## src/rtl/mac_cfg.svh

```systemverilog
// Purpose: constants for the collision window / retry limit and management command block
// Assumes: 32-bit classic Wishbone data path, word-aligned registers
// Notes:   word index is address bits 5:2
`ifndef MAC_CFG_SVH
`define MAC_CFG_SVH

// ==========================================
// register word indices
`define IDX_CLRT      4'h0
`define IDX_CLRT_SET  4'h1
`define IDX_CLRT_CLR  4'h2
`define IDX_CLRT_INV  4'h3
`define IDX_MCMD      4'h4
`define IDX_MCMD_SET  4'h5
`define IDX_MCMD_CLR  4'h6
`define IDX_MCMD_INV  4'h7
`define IDX_MRDD      4'h8
`define IDX_MWTD      4'h9
`define IDX_MADR      4'hA
`define IDX_MIND      4'hB

// ==========================================
// field positions and reset values
`define CW_MSB        13
`define CW_LSB        8
`define CW_RST        6'h37
`define RL_MSB        3
`define RL_LSB        0
`define RL_RST        4'hF
`define SCAN_BIT      1
`define READ_BIT      0
`define PHY_MSB       12
`define PHY_LSB       8
`define REGA_MSB      4
`define REGA_LSB      0
`define BUSY_BIT      0
`define WDAT_MSB      15

// ==========================================
// legal byte-select patterns (16-bit low, 16-bit high, 32-bit)
`define SEL_LO        4'h3
`define SEL_HI        4'hC
`define SEL_ALL       4'hF

// ==========================================
// management frame layout, bit numbers within the 64-bit frame
`define MII_PRE_BITS  6'h20
`define MII_TA_BIT    6'h2E
`define MII_DATA_BIT  6'h30
`define MII_LAST_BIT  6'h3F
`define MII_ST        2'h1
`define MII_OP_RD     2'h2
`define MII_OP_WR     2'h1
`define MII_TA_WR     2'h2

`endif

```

## src/rtl/mac_pkg.sv

```systemverilog
// Purpose: shared types for the collision / management command block
// Assumes: nothing beyond the cfg header
// Notes:   state codes are one-hot
package mac_pkg;
  typedef enum logic [1:0] {
    MG_IDLE = 2'h1,
    MG_RUN  = 2'h2
  } mgmt_state_t;

  typedef enum logic [2:0] {
    TX_IDLE   = 3'h1,
    TX_WINDOW = 3'h2,
    TX_LATE   = 3'h4
  } tx_state_t;

  typedef enum logic [1:0] {
    OP_WRITE = 2'h0,
    OP_SET   = 2'h1,
    OP_CLR   = 2'h2,
    OP_INV   = 2'h3
  } alias_op_t;
endpackage

```

## src/rtl/mgmt_cycle_engine.sv

```systemverilog
// Purpose: runs one management frame (read or write) on mdc / mdio
// Assumes: start only while busy is low; mdioIn synchronous to core_clk
// Notes:   mdio changes after mdc falls, read data sampled when mdc rises
`timescale 1ns/1ps
`default_nettype none
`include "mac_cfg.svh"

module mgmt_cycle_engine #(
  parameter int HALF_DIV = 20                 // core cycles per mdc half period
) (
  input  wire logic        core_clk,          // system clock
  input  wire logic        rstn,              // async reset, active low
  input  wire logic        ce,                // clock enable, freezes state
  input  wire logic        start,             // pulse: begin a frame
  input  wire logic        isRead,            // frame type for this start
  input  wire logic [4:0]  phyAddr,           // phy address
  input  wire logic [4:0]  regAddr,           // phy register address
  input  wire logic [15:0] wrData,            // data for a write frame
  output logic             busy,              // frame in progress
  output logic             done,              // pulse: frame finished
  output logic [15:0]      rdData,            // data of the last read frame
  output logic             mdc,               // management clock
  output logic             mdioOut,           // mdio drive value
  output logic             mdioOe,            // mdio drive enable
  input  wire logic        mdioIn             // mdio pin level
);
  import mac_pkg::*;

  mgmt_state_t stateReg, stateNext;
  logic [15:0] divReg, divNext;
  logic        mdcReg, mdcNext;
  logic [5:0]  bitReg, bitNext;
  logic [31:0] shReg, shNext;
  logic [15:0] rdReg, rdNext;
  logic        readOpReg, readOpNext;
  logic        doneReg, doneNext;
  logic        outReg, outNext;
  logic        oeReg, oeNext;
  logic        tick;

  // ==========================================
  // frame sequencer
  always_comb begin
    stateNext  = stateReg;
    divNext    = divReg;
    mdcNext    = mdcReg;
    bitNext    = bitReg;
    shNext     = shReg;
    rdNext     = rdReg;
    readOpNext = readOpReg;
    doneNext   = 1'b0;
    outNext    = outReg;
    oeNext     = oeReg;
    tick       = (divReg == 16'(HALF_DIV - 1));
    unique case (stateReg)
      MG_IDLE: begin
        mdcNext = 1'b0;
        oeNext  = 1'b0;
        if (start) begin
          stateNext  = MG_RUN;
          divNext    = '0;
          bitNext    = '0;
          readOpNext = isRead;
          shNext     = {`MII_ST, (isRead ? `MII_OP_RD : `MII_OP_WR), phyAddr, regAddr,
                        `MII_TA_WR, (isRead ? 16'h0000 : wrData)};
          outNext    = 1'b1;                  // preamble ones
          oeNext     = 1'b1;
        end
      end
      MG_RUN: begin
        divNext = tick ? '0 : divReg + 16'h0001;
        if (tick) begin
          mdcNext = ~mdcReg;
          if (!mdcReg) begin
            // rising mdc: capture the 16 data bits of a read, after the turnaround
            if (readOpReg && bitReg >= `MII_DATA_BIT) begin
              rdNext = {rdReg[14:0], mdioIn};
            end
          end else if (bitReg == `MII_LAST_BIT) begin
            stateNext = MG_IDLE;
            doneNext  = 1'b1;
            oeNext    = 1'b0;
          end else begin
            // falling mdc: present the next frame bit
            bitNext = bitReg + 6'h01;
            if (bitNext > `MII_PRE_BITS) begin
              shNext = {shReg[30:0], 1'b0};
            end
            outNext = (bitNext < `MII_PRE_BITS) ? 1'b1 :
                      (bitNext == `MII_PRE_BITS) ? shReg[31] : shReg[30];
            oeNext  = !(readOpReg && bitNext >= `MII_TA_BIT);
          end
        end
      end
    endcase
  end

  // state registers
  always_ff @(posedge core_clk or negedge rstn) begin
    if (!rstn) begin
      stateReg  <= MG_IDLE;
      divReg    <= '0;
      mdcReg    <= 1'b0;
      bitReg    <= '0;
      shReg     <= '0;
      rdReg     <= '0;
      readOpReg <= 1'b0;
      doneReg   <= 1'b0;
      outReg    <= 1'b0;
      oeReg     <= 1'b0;
    end else if (ce) begin
      stateReg  <= stateNext;
      divReg    <= divNext;
      mdcReg    <= mdcNext;
      bitReg    <= bitNext;
      shReg     <= shNext;
      rdReg     <= rdNext;
      readOpReg <= readOpNext;
      doneReg   <= doneNext;
      outReg    <= outNext;
      oeReg     <= oeNext;
    end
  end

  // outputs
  assign busy    = (stateReg == MG_RUN);
  assign done    = doneReg;
  assign rdData  = rdReg;
  assign mdc     = mdcReg;
  assign mdioOut = outReg;
  assign mdioOe  = oeReg;
endmodule
`default_nettype wire

```

## src/rtl/mac_collision_retry_mgmt_cmd.sv

```systemverilog
// Purpose: collision window / retry limit and management command registers with their logic
// Assumes: classic Wishbone slave; tx events are one-cycle pulses from the transmit path
// Notes:   8-bit accesses are acknowledged but change nothing and read zero
`timescale 1ns/1ps
`default_nettype none
`include "mac_cfg.svh"

module mac_collision_retry_mgmt_cmd #(
  parameter int ADDR_W   = 8,                 // byte address width
  parameter int CNT_W    = 8,                 // slot byte counter width
  parameter int HALF_DIV = 20                 // core cycles per mdc half period
) (
  input  wire logic              core_clk,    // 100 MHz system clock
  input  wire logic              rstn,        // async reset, active low
  input  wire logic              ce,          // clock enable, freezes state
  input  wire logic              wb_cyc_i,    // wishbone cycle
  input  wire logic              wb_stb_i,    // wishbone strobe
  input  wire logic              wb_we_i,     // wishbone write enable
  input  wire logic [ADDR_W-1:0] wb_adr_i,    // wishbone byte address
  input  wire logic [3:0]        wb_sel_i,    // wishbone byte selects
  input  wire logic [31:0]       wb_dat_i,    // wishbone write data
  output logic      [31:0]       wb_dat_o,    // wishbone read data
  output logic                   wb_ack_o,    // wishbone acknowledge
  input  wire logic              txStart,     // pulse: start of an attempt (first preamble byte)
  input  wire logic              txByte,      // pulse: one byte sent on the wire
  input  wire logic              txCollision, // pulse: collision seen
  input  wire logic              txEnd,       // pulse: frame sent without collision
  output logic                   inWindow,    // level: inside the collision window
  output logic [CNT_W-1:0]       slotCount,   // bytes sent in this attempt
  output logic                   retryReq,    // pulse: back off and retry
  output logic                   excessAbort, // pulse: abort, excessive collisions
  output logic                   lateColl,    // pulse: collision after the window
  output logic                   mdc,         // management clock
  output logic                   mdioOut,     // mdio drive value
  output logic                   mdioOe,      // mdio drive enable, high while driving
  input  wire logic              mdioIn       // mdio pin level
);
  import mac_pkg::*;

  // ==========================================
  // register bus decode
  logic        ackReg, ackNext;
  logic [31:0] datReg, datNext;
  logic        wbReq, selOk, inRange, wrEn, rdEn;
  logic [3:0]  idx;
  logic [31:0] byteMask;
  alias_op_t   aliasOp;

  // request qualification
  always_comb begin
    wbReq    = wb_cyc_i && wb_stb_i && !ackReg;
    idx      = wb_adr_i[5:2];
    inRange  = (wb_adr_i[ADDR_W-1:6] == '0);
    selOk    = (wb_sel_i == `SEL_LO) || (wb_sel_i == `SEL_HI) || (wb_sel_i == `SEL_ALL);
    wrEn     = wbReq && wb_we_i && selOk && inRange;
    rdEn     = wbReq && !wb_we_i && selOk && inRange;
    byteMask = {{8{wb_sel_i[3]}}, {8{wb_sel_i[2]}}, {8{wb_sel_i[1]}}, {8{wb_sel_i[0]}}};
    aliasOp  = alias_op_t'(idx[1:0]);
  end

  // merge a write, plain or through a set / clear / invert alias
  function automatic logic [31:0] applyAlias(input logic [31:0] cur, input logic [31:0] wd,
                                             input logic [31:0] m, input alias_op_t op);
    logic [31:0] r;
    r = cur;
    unique case (op)
      OP_WRITE: r = (cur & ~m) | (wd & m);
      OP_SET:   r = cur | (wd & m);
      OP_CLR:   r = cur & ~(wd & m);
      OP_INV:   r = cur ^ (wd & m);
    endcase
    return r;
  endfunction

  // ==========================================
  // configuration registers
  logic [5:0]  cwReg, cwNext;
  logic [3:0]  rlReg, rlNext;
  logic        scanReg, scanNext;
  logic        readReg, readNext;
  logic [15:0] wdatReg, wdatNext;
  logic [4:0]  phyReg, phyNext;
  logic [4:0]  regaReg, regaNext;
  logic [15:0] rdatReg, rdatNext;
  logic        pendRdReg, pendRdNext;
  logic        pendWrReg, pendWrNext;
  logic [31:0] clrtImage, mcmdImage, madrImage, indImage, mergeVal;
  logic        startCyc, startRead, setRd, setWr;
  logic        engBusy, engDone;
  logic [15:0] engData;
  logic        startedRead, startedReadNext;

  // register images; unlisted bits stay zero
  always_comb begin
    clrtImage = '0;
    clrtImage[`CW_MSB:`CW_LSB] = cwReg;
    clrtImage[`RL_MSB:`RL_LSB] = rlReg;
    mcmdImage = '0;
    mcmdImage[`SCAN_BIT] = scanReg;
    mcmdImage[`READ_BIT] = readReg;
    madrImage = '0;
    madrImage[`PHY_MSB:`PHY_LSB]   = phyReg;
    madrImage[`REGA_MSB:`REGA_LSB] = regaReg;
    indImage = '0;
    indImage[`BUSY_BIT] = engBusy;
  end

  // register writes and command requests
  always_comb begin
    cwNext     = cwReg;
    rlNext     = rlReg;
    scanNext   = scanReg;
    readNext   = readReg;
    wdatNext   = wdatReg;
    phyNext    = phyReg;
    regaNext   = regaReg;
    rdatNext   = rdatReg;
    setRd      = 1'b0;
    setWr      = 1'b0;
    mergeVal   = '0;
    if (wrEn) begin
      if (idx <= `IDX_CLRT_INV) begin
        mergeVal = applyAlias(clrtImage, wb_dat_i, byteMask, aliasOp);
        cwNext   = mergeVal[`CW_MSB:`CW_LSB];
        rlNext   = mergeVal[`RL_MSB:`RL_LSB];
      end else if (idx <= `IDX_MCMD_INV) begin
        mergeVal = applyAlias(mcmdImage, wb_dat_i, byteMask, aliasOp);
        scanNext = mergeVal[`SCAN_BIT];
        readNext = mergeVal[`READ_BIT];
        setRd    = mergeVal[`READ_BIT] && !readReg;
      end else if (idx == `IDX_MWTD) begin
        mergeVal = applyAlias({16'h0000, wdatReg}, wb_dat_i, byteMask, OP_WRITE);
        wdatNext = mergeVal[`WDAT_MSB:0];
        setWr    = !readReg;
      end else if (idx == `IDX_MADR) begin
        mergeVal = applyAlias(madrImage, wb_dat_i, byteMask, OP_WRITE);
        phyNext  = mergeVal[`PHY_MSB:`PHY_LSB];
        regaNext = mergeVal[`REGA_MSB:`REGA_LSB];
      end
    end
    // every finished read refreshes the read data, scan reads included
    if (engDone && startedRead) begin
      rdatNext = engData;
    end
  end

  // ==========================================
  // management command scheduling

  // a request that arrives while the engine runs waits; set wins over clear
  always_comb begin
    startCyc        = !engBusy && (pendWrReg || pendRdReg || scanReg);
    startRead       = !pendWrReg;
    pendWrNext      = (pendWrReg && !(startCyc && !startRead)) || setWr;
    pendRdNext      = (pendRdReg && !(startCyc && startRead)) || setRd;
    startedReadNext = startCyc ? startRead : startedRead;
  end

  mgmt_cycle_engine #(
    .HALF_DIV (HALF_DIV)
  ) u_engine (
    .core_clk (core_clk),
    .rstn     (rstn),
    .ce       (ce),
    .start    (startCyc),
    .isRead   (startRead),
    .phyAddr  (phyReg),
    .regAddr  (regaReg),
    .wrData   (wdatReg),
    .busy     (engBusy),
    .done     (engDone),
    .rdData   (engData),
    .mdc      (mdc),
    .mdioOut  (mdioOut),
    .mdioOe   (mdioOe),
    .mdioIn   (mdioIn)
  );

  // ==========================================
  // bus answer
  always_comb begin
    ackNext = wbReq;
    datNext = datReg;
    if (wbReq) begin
      datNext = '0;
    end
    if (rdEn) begin
      unique case (idx)
        `IDX_CLRT, `IDX_CLRT_SET, `IDX_CLRT_CLR, `IDX_CLRT_INV: datNext = clrtImage;
        `IDX_MCMD, `IDX_MCMD_SET, `IDX_MCMD_CLR, `IDX_MCMD_INV: datNext = mcmdImage;
        `IDX_MRDD: datNext = {16'h0000, rdatReg};
        `IDX_MWTD: datNext = {16'h0000, wdatReg};
        `IDX_MADR: datNext = madrImage;
        `IDX_MIND: datNext = indImage;
        default:   datNext = '0;
      endcase
    end
  end

  // ==========================================
  // collision window and retry counting
  tx_state_t        txReg, txNext;
  logic [CNT_W-1:0] cntReg, cntNext;
  logic [3:0]       tryReg, tryNext;
  logic             retryReg, retryNext;
  logic             abortReg, abortNext;
  logic             lateReg, lateNext;

  // per attempt window tracking
  always_comb begin
    txNext    = txReg;
    cntNext   = cntReg;
    tryNext   = tryReg;
    retryNext = 1'b0;
    abortNext = 1'b0;
    lateNext  = 1'b0;
    unique case (txReg)
      TX_IDLE: begin
        if (txStart) begin
          txNext  = TX_WINDOW;
          cntNext = '0;
        end
      end
      TX_WINDOW: begin
        if (txCollision) begin
          txNext = TX_IDLE;
          if (tryReg >= rlReg) begin
            abortNext = 1'b1;
            tryNext   = '0;
          end else begin
            retryNext = 1'b1;
            tryNext   = tryReg + 4'h1;
          end
        end else if (txEnd) begin
          txNext  = TX_IDLE;
          tryNext = '0;
        end else if (txByte) begin
          cntNext = cntReg + CNT_W'(1);
          if (cntNext >= CNT_W'(cwReg)) begin
            txNext = TX_LATE;
          end
        end
      end
      TX_LATE: begin
        if (txByte) begin
          cntNext = (cntReg == '1) ? cntReg : cntReg + CNT_W'(1);
        end
        if (txCollision || txEnd) begin
          txNext   = TX_IDLE;
          tryNext  = '0;
          lateNext = txCollision;
        end
      end
    endcase
  end

  // ==========================================
  // state registers
  always_ff @(posedge core_clk or negedge rstn) begin
    if (!rstn) begin
      ackReg      <= 1'b0;
      datReg      <= '0;
      cwReg       <= `CW_RST;
      rlReg       <= `RL_RST;
      scanReg     <= 1'b0;
      readReg     <= 1'b0;
      wdatReg     <= '0;
      phyReg      <= '0;
      regaReg     <= '0;
      rdatReg     <= '0;
      pendRdReg   <= 1'b0;
      pendWrReg   <= 1'b0;
      startedRead <= 1'b0;
      txReg       <= TX_IDLE;
      cntReg      <= '0;
      tryReg      <= '0;
      retryReg    <= 1'b0;
      abortReg    <= 1'b0;
      lateReg     <= 1'b0;
    end else if (ce) begin
      ackReg      <= ackNext;
      datReg      <= datNext;
      cwReg       <= cwNext;
      rlReg       <= rlNext;
      scanReg     <= scanNext;
      readReg     <= readNext;
      wdatReg     <= wdatNext;
      phyReg      <= phyNext;
      regaReg     <= regaNext;
      rdatReg     <= rdatNext;
      pendRdReg   <= pendRdNext;
      pendWrReg   <= pendWrNext;
      startedRead <= startedReadNext;
      txReg       <= txNext;
      cntReg      <= cntNext;
      tryReg      <= tryNext;
      retryReg    <= retryNext;
      abortReg    <= abortNext;
      lateReg     <= lateNext;
    end
  end

  // outputs
  assign wb_ack_o    = ackReg;
  assign wb_dat_o    = datReg;
  assign inWindow    = (txReg == TX_WINDOW);
  assign slotCount   = cntReg;
  assign retryReq    = retryReg;
  assign excessAbort = abortReg;
  assign lateColl    = lateReg;
endmodule
`default_nettype wire

```

## config.mk

```make
export PLATFORM = sky130hd
export DESIGN_NAME = mac_collision_retry_mgmt_cmd
export DESIGN_NICKNAME = d
export VERILOG_FILES = /design/src/rtl/mac_pkg.sv /design/src/rtl/mgmt_cycle_engine.sv /design/src/rtl/mac_collision_retry_mgmt_cmd.sv
export VERILOG_INCLUDE_DIRS = /design/src /design/src/rtl
export SDC_FILE = /design/constraint.sdc
export NUM_CORES = 1
export LEC_CHECK = 0
export BUFFER_PORTS_ARGS = -buffer_cell sky130_fd_sc_hd__buf_2
export CAP_MARGIN = 10
export CORE_MARGIN = 4
export CORE_UTILIZATION = 49
export DETAILED_ROUTE_END_ITERATION = 7
export GPL_TIMING_DRIVEN = 1
export PLACE_DENSITY = 0.69
export SYNTH_ARGS = -nofsm -noshare
export SYNTH_HDL_FRONTEND = slang
export SYNTH_SLANG_ARGS = --single-unit
```

## constraint.sdc

```tcl
create_clock -name core_clk -period 7.2 [get_ports core_clk]
set_input_delay 1.44 -clock core_clk [delete_from_list [all_inputs] [get_ports core_clk]]
set_output_delay 1.44 -clock core_clk [all_outputs]
set_load 0.005 [all_outputs]
```

Word-level counts from Yosys, hierarchy flattened
Index checks and enable logic that the tools add are counted.
Widths: inputs -> output; s select.
{"block": "classes", "add_sub_neg": 4, "n_lt_le_gt_ge": 8, "n_eq_ne": 42, "muxes": 81, "bitwise_logic": 21, "reduce_logical": 57}
{"operator": "$mux 32", "n": 7}
{"operator": "$pmux 16 s6", "n": 1}
{"operator": "$pmux 32 s2", "n": 1}
{"operator": "$pmux 14 s4", "n": 1}
{"operator": "$mux 16", "n": 3}
{"operator": "$mux 8", "n": 6}
{"operator": "$and 16x16->16", "n": 2}
{"operator": "$pmux 16 s2", "n": 1}
{"operator": "$mux 1", "n": 30}
{"operator": "$and 14x14->14", "n": 2}
{"operator": "$or 14x14->14", "n": 2}
{"operator": "$reduce_and 5->1", "n": 5}
{"operator": "$eq 4x4->1 const B", "n": 6}
{"operator": "$mux 6", "n": 4}
{"operator": "$pmux 8 s3", "n": 1}
{"operator": "$mux 3", "n": 6}
{"operator": "$ne 2x2->1 const B", "n": 9}
{"operator": "$logic_and 1x1->1", "n": 17}
{"operator": "$add 16x1->16 const B", "n": 1}
{"operator": "$eq 16x5->1 const B", "n": 1}
{"operator": "$eq 4x3->1 const B", "n": 4}
{"operator": "$mux 2", "n": 8}
{"operator": "$mux 4", "n": 4}
{"operator": "$not 16->16", "n": 1}
{"operator": "49 further kinds", "n": 90}
{"block": "word_totals", "ff_bits": 185, "in_bits": 55, "output_inout_bits": 48, "wordCells": 242}

Longest topological paths before layout
Gate-level depths: netlist of the first run.
{"block": "logic_depth", "ltp_word": 12, "mapped_depth": 8, "mapped_depth_nobuf": 8}

Modules after synthesis
A second synthesis of the first run with hierarchy kept.
{"block": "hier_totals", "hier_cells": 893, "area_unflattened_um2": 9270.1}
{"mod": "mac_collision_retry_mgmt_cmd", "instances": 1, "cells_each": 507, "area_each_um2": 5351.4, "seq_area_each_um2": 2314.7}
{"mod": "mgmt_cycle_engine", "instances": 1, "cells_each": 386, "area_each_um2": 3918.8, "seq_area_each_um2": 1928.1}

Least setup slack after synthesis of the first run
No wires, ideal clock.
{"block": "synth_path", "kind": "input -> register", "startpoint": "input wb_adr_i[4]", "endpoint": "register (tool-made name)", "setup_ps": 128, "arrival_time_ps": 3179, "required_time_ps": 7072, "path_slack_ps": 3894, "cell_stages": 7, "path_buffers": 3, "path_cell_list": "clkbuf_1 -> nand2b_1 -> nor3b_1 -> and3_1 -> buf_4 -> buf_4 -> mux2_1"}
{"item": "start: declaration", "line": "mac_collision_retry_mgmt_cmd.sv:19", "source": "input wire logic [ADDR_W-1:0] wb_adr_i,"}

==> impl_metrics.env, run 1 <==
export IMPL_min_path_type="flip-flop to flip-flop"
export IMPL_routabilityCongestion=0.8094
export IMPL_synth_async_reset_ratio_pct=100.0
export IMPL_ctsHoldBuffers=0
export IMPL_yosys_area_share_xor_xnor_pct=1.454
export IMPL_synth_top_family_by_area="compound AO/OA/AOI/OAI gates"
export IMPL_path_cells="buf_2 > nand4b_1 > nor3_1 > and3_1 > and3_1 > mux2_2"
export IMPL_grt_pass1_wl_um=34630
export IMPL_track_usage_pct=21.15
export IMPL_drc=0
export IMPL_slowest_stage="nor3_1"
export IMPL_worst_path_most_repeated_cell="and3_1"
export IMPL_syn_area_per_cell_um2=10.36
export IMPL_finalHoldViolations=0
export IMPL_synth_adder_area_share_pct=4.984
export IMPL_h_tree_depth=4
export IMPL_grt_overflow=0
export IMPL_start_util_pct=50.14
export IMPL_syn_inst=872
export IMPL_critPathKind="input pin to flip-flop"
export IMPL_worst_pin_slew_ns=0.9451
export IMPL_path_clk_slew_ns=0.08
export IMPL_synth_edf_count=0
export IMPL_critPathMaxStageDelay_ns=0.83
export IMPL_ys_warn_count=0
export IMPL_num_vias=6783
export IMPL_cts_sinks=169
export IMPL_synth_seq_area_share_pct=46.95
export IMPL_cts_buffer_depth=2
export IMPL_cp_start_kind="input pin"
export IMPL_hp_start="wb_dat_o[12]$_DFFE_PN0P_"
export IMPL_layout_setup_ws_ns=2.611
export IMPL_worst_ep_arrival_time_ns=4.91
export IMPL_dr_pass1_iters=5
export IMPL_via_per_inst=5.827
export IMPL_timing_rr_start="wb_ack_o$_DFFE_PN0P_"
export IMPL_cts_buffers=17
export IMPL_startpoint="ce"
export IMPL_cts_repair_resized=0
export IMPL_yosysTopAreaCell="dfrtp_1"
export IMPL_min_period_ns=4.589
export IMPL_routed_wl_um=20800
export IMPL_yosys_top_cells_area="dfrtp_1 (44%), mux2_1 (5.2%), ha_1 (5.0%)"
export IMPL_first_global_vias=6576
export IMPL_cts_tree="done"
export IMPL_required_ns=7.52
export IMPL_max_cap_viol_count=0
export IMPL_die_w_um=143.8
export IMPL_synth_compound_area_share_pct=14.30
export IMPL_max_clock_freq_mhz=217.9
export IMPL_synth_flop_cell="dfrtp_1"
export IMPL_post_place_ws_ns=2.221
export IMPL_post_cts_buffers=0
export IMPL_synth_seq_cells=169
export IMPL_antenna_found_initial=1
export IMPL_die_area_um2=20680
export IMPL_dp_final_hpwl_um=14370
export IMPL_fin_crit_sh_pct=63.74
export IMPL_portBuffers=68
export IMPL_ant_nets=0
export IMPL_synth_top_area_share_pct=43.75
export IMPL_diodes=0
export IMPL_area_delta_synth_final_pct=11.95
export IMPL_yosys_area_share_simple_pct=13.75
export IMPL_core_area_um2=18020
export IMPL_synth_area_mux_share_pct=13.93
export IMPL_finalInstanceArea_um2=10120
export IMPL_root_buffer="clkbuf_16"
export IMPL_end_kind="flip-flop"
export IMPL_synth_top_cells_by_count="dfrtp_1 (158), nand2_1 (116), mux2_1 (42), o21ai_0 (42), a21oi_1 (39)"
export IMPL_fp_dieH_um=143.8
export IMPL_syn_area_um2=9037
export IMPL_outcome="completed"
export IMPL_core_rowCount=49
export IMPL_grt_start_max_net_pins=101
export IMPL_cp_max_fo=18
export IMPL_rsz0062_at_grt="no"
export IMPL_p_per_area_nw_per_um2=224.1
export IMPL_maxSlewViolCount=0
export IMPL_fin_skew_ns=0.01166
export IMPL_maxSlewHeadroom_pct=36.66
export IMPL_wl_per_cell_um=17.87
export IMPL_drt_initial_drc_count=408
export IMPL_peakVddDrop_uv=223.4
export IMPL_nets=1013
export IMPL_io_pins=103
export IMPL_finalSetupTns_ns=0
export IMPL_clk_insertion_delay_late_ns=0.44
export IMPL_synth_distinct_cells=71
export IMPL_leakage_nw=5.079
export IMPL_drive_gt1_share_pct=18.50
export IMPL_final_core_util_pct=56.13
export IMPL_dpl_cell_area_um2=9523
export IMPL_setup_violations=0
export IMPL_yosysMostFrequentCell="dfrtp_1"
export IMPL_worst_hold_slack_ns=0.4783
## final timing paths
path / end / slack (ns) / depth (start not counted)
worst max-delay path: flip-flop / 2.61 / 6
worst min-delay path: wb_dat_o[12]$_DFFE_PN0P_ / 0.48 / 1
worst max register to register: flip-flop / 3.53 / 5
worst min register to register: wb_dat_o[12]$_DFFE_PN0P_ / 0.48 / 1
max in group asynchronous: tryReg[0]$_DFFE_PN0P_ / 4.68 / 2
min in group asynchronous: u_engine.rdData[6]$_DFFE_PN0P_ / 1.08 / 1
## cell families (layout without fill, tap and decap cells)
kind of cell	after synthesis	in the layout
compound gates	193	193
other cells	1	16
mux	115	115
simple gates	253	253
flops	169	169
buf+inv	90	138
fa+ha+maj	36	36
xor+xnor	15	15
## layout make-up
| cell class | count | area [um2] |
|---|---|---|
| Sequential cell | 169 | 4243 |
| Tap cell | 229 | 286.5 |
| Inverter | 29 | 108.9 |
| Timing Repair Buffer | 77 | 414.1 |
| Clock buffer | 17 | 425.4 |
| Fill cell | 1587 | 7908 |
| Clock inverter | 15 | 168.9 |
| Multi-Input combinational cell | 628 | 4471 |
## report_power, final
part           switching, mW  internal [mW]  leakage, nW
combinational          0.178          0.117         2.51
sequential            0.0652          0.994         2.28
clock                  0.445          0.468        0.289
## routing by layer
| layer | routed length, um | global-route usage, % | part of all wire (%) | up-vias |
|---|---|---|---|---|
| met2 | 9890 | 32.66 | 48 | 146 |
| met5 | 8 | 0 | 0.038 | - |
| met4 | 316 | 6.145 | 1.5 | 2 |
| met1 | 9579 | 30.45 | 46 | 3383 |
| met3 | 1001 | 4.226 | 4.8 | 24 |
| li1 | - | - | - | 3228 |
## worst max-delay path: cells and delay by family
| kind | cells | cell delay, ns |
|---|---|---|
| and+or+nand+nor | 4 | 2.74 |
| muxes | 1 | 0.41 |
| buffers and inverters | 1 | 0.31 |
## cells in the final DEF (no fill, tap or decap), drive strengths merged, types with 3 or more instances in the layout
cell	instances
o31ai	10
nor2	31
nand4	11
ha	36
a21oi	39
inv	38
nand2b	10
nor3b	3
nor4	4
mux2i	38
xor2	6
mux2	76
o311ai	3
and3	7
o21ai	46
nand3	32
nor3	11
clkbuf	17
conb	16
or2	6
o211ai	3
nor2b	5
buf	77
a41oi	13
a22o	8
dfrtp	158
dfstp	11
clkinv	5
a31oi	17
o21a	5
a22oi	20
nand2	117
xnor2	9
a21o	8
nor4b	3
and2	4
## stage by stage
step | power (mW) | instances
6_report | 2.267 | 1164
5_1_grt | 2.384 | 1164
2_1_floorplan | 1.266 | 887
3_3_place_gp | 1.362 | 1132
3_5_place_dp | 1.371 | 1132
4_1_cts | 2.285 | 1164
(Power assumes the default switching activity.)
==> run 2: changes to the inputs <==
clock period = 4.6 ns   (was 7.2 ns; I/O delays follow)
==> impl_metrics.env, run 2 (synthesis gave the netlist of run 1 again) <==
export IMPL_dr_pass1_iters=5
export IMPL_leakage_nw=5.108
export IMPL_wl_per_cell_um=17.62
export IMPL_maxSlewViolCount=0
export IMPL_drive_gt1_share_pct=18.76
export IMPL_routabilityCongestion=0.8391
export IMPL_grt_pass1_wl_um=34730
export IMPL_track_usage_pct=21.12
export IMPL_portBuffers=68
export IMPL_path_cells="ha_1 > o21ai_0 > a21oi_1 > nand3_1 > nand2_2 > mux2_1"
export IMPL_num_vias=6730
export IMPL_cts_buffers=17
export IMPL_nets=1016
export IMPL_critPathKind="flip-flop to flip-flop"
export IMPL_fp_dieH_um=143.8
export IMPL_drc=0
export IMPL_layout_common_cells="dfrtp_1 (158), nand2_1 (116), buf_2 (67), o21ai_0 (42), mux2_1 (42)"
export IMPL_ctsHoldBuffers=0
export IMPL_h_tree_depth=4
export IMPL_ant_nets=0
export IMPL_critPathMaxStageDelay_ns=0.71
export IMPL_finalHoldViolations=0
export IMPL_die_area_um2=20680
export IMPL_via_per_inst=5.762
export IMPL_cts_tree="done"
export IMPL_grt_overflow=0
export IMPL_maxSlewHeadroom_pct=38.40
export IMPL_worst_ep_arrival_time_ns=3.29
export IMPL_min_period_ns=2.974
export IMPL_critical_path_top_delay_family="simple AND/OR/NAND/NOR gates"
export IMPL_setup_violations=0
export IMPL_core_rowCount=49
export IMPL_start_util_pct=50.14
export IMPL_cts_sinks=169
export IMPL_grt_start_max_net_pins=98
export IMPL_max_cap_viol_count=0
export IMPL_die_w_um=143.8
export IMPL_io_pins=103
export IMPL_antenna_found_initial=0
export IMPL_worst_pin_slew_ns=0.9241
export IMPL_required_ns=4.92
export IMPL_core_area_um2=18020
export IMPL_cp_buffers_inverters=0
export IMPL_finalSetupTns_ns=0
export IMPL_max_clock_freq_mhz=336.2
export IMPL_cts_repair_resized=0
export IMPL_peakVddDrop_uv=257.1
export IMPL_cp_start_kind="flip-flop"
export IMPL_post_cts_buffers=0
export IMPL_clk_insertion_delay_late_ns=0.44
export IMPL_fin_skew_ns=0.01356
export IMPL_min_path_type="flip-flop to flip-flop"
export IMPL_rsz0062_at_grt="no"
export IMPL_dp_final_hpwl_um=14070
export IMPL_p_per_area_nw_per_um2=351.8
export IMPL_slowest_stage="nand2_2"
export IMPL_final_common_cell="dfrtp_1"
export IMPL_area_delta_synth_final_pct=12.60
export IMPL_first_global_vias=6653
export IMPL_worst_r2r_setup_slack_ns=1.63
export IMPL_root_buffer="clkbuf_16"
export IMPL_end_kind="flip-flop"
export IMPL_path_clk_slew_ns=0.08
export IMPL_outcome="completed"
export IMPL_routed_wl_um=20580
export IMPL_cts_buffer_depth=2
export IMPL_drt_initial_drc_count=458
export IMPL_worst_hold_slack_ns=0.4800
export IMPL_fin_crit_sh_pct=64.66
export IMPL_cp_max_fo=25
[run 2: changes by cell type in the layout (fill, tap and decap cells not counted), sizes merged]
cell,change
diode,+1
inv,-2
clkinv,+3
clkinvlp,-1
buf,+3
[run 2: where the power goes]
group | internal, mW | total [mW] | switching, mW | leakage (nW)
Combinational | 0.185 | 0.463 | 0.278 | 2.53
Clock | 0.744 | 1.46 | 0.716 | 0.299
Sequential | 1.56 | 1.66 | 0.102 | 2.28
Total | 2.48 | 3.58 | 1.10 | 5.11
[run 2: final timing paths]
path	start	endpoint	depth (start not counted)
max	u_engine.bitReg[1]$_DFFE_PN0P_	u_engine.shReg[6]$_DFFE_PN0P_	6
min	wb_dat_o[11]$_DFFE_PN0P_	wb_dat_o[11]$_DFFE_PN0P_	1
max reg2reg	u_engine.bitReg[1]$_DFFE_PN0P_	u_engine.shReg[6]$_DFFE_PN0P_	6
min reg2reg	wb_dat_o[11]$_DFFE_PN0P_	wb_dat_o[11]$_DFFE_PN0P_	1
max in group asynchronous	rstn	u_engine.stateReg[0]$_DFFE_PN1P_	2
min in group asynchronous	rstn	wb_dat_o[7]$_DFFE_PN0P_	1
[run 2: cell type report]
type                            count  area, um2
Fill cell                        1564       7849
Multi-Input combinational cell    628       4471
Sequential cell                   169       4243
Timing Repair Buffer               80      449.2
Clock buffer                       17      425.4
Tap cell                          229      286.5
Clock inverter                     15      190.2
Inverter                           29      108.9
Antenna cell                        1      2.502
[run 2: metrics by stage]
step / cells / utilization, % / total power, mW / cell area (um2) / worst slack [ns]
after floorplan: 887 / - / 1.982 / 9094 / 1.814
after global placement: 1135 / 53.03 / 2.134 / 9558 / 1.425
after detailed placement: 1135 / 53.03 / 2.146 / 9558 / 1.411
after CTS: 1167 / 56.44 / 3.611 / 10170 / 1.619
after global routing: 1167 / 56.44 / 3.756 / 10170 / 1.320
final: 1168 / 56.46 / 3.580 / 10180 / 1.626
[run 2: routing by layer]
| layer | track usage, % | routed length, um | vias to the layer above |
|---|---|---|---|
| met1 | 30.78 | 9694 | 3333 |
| met3 | 4.193 | 1002 | 20 |
| met4 | 5.699 | 250 | 0 |
| li1 | - | - | 3240 |
| met5 | 0 | 0 | - |
| met2 | 32.41 | 9628 | 137 |
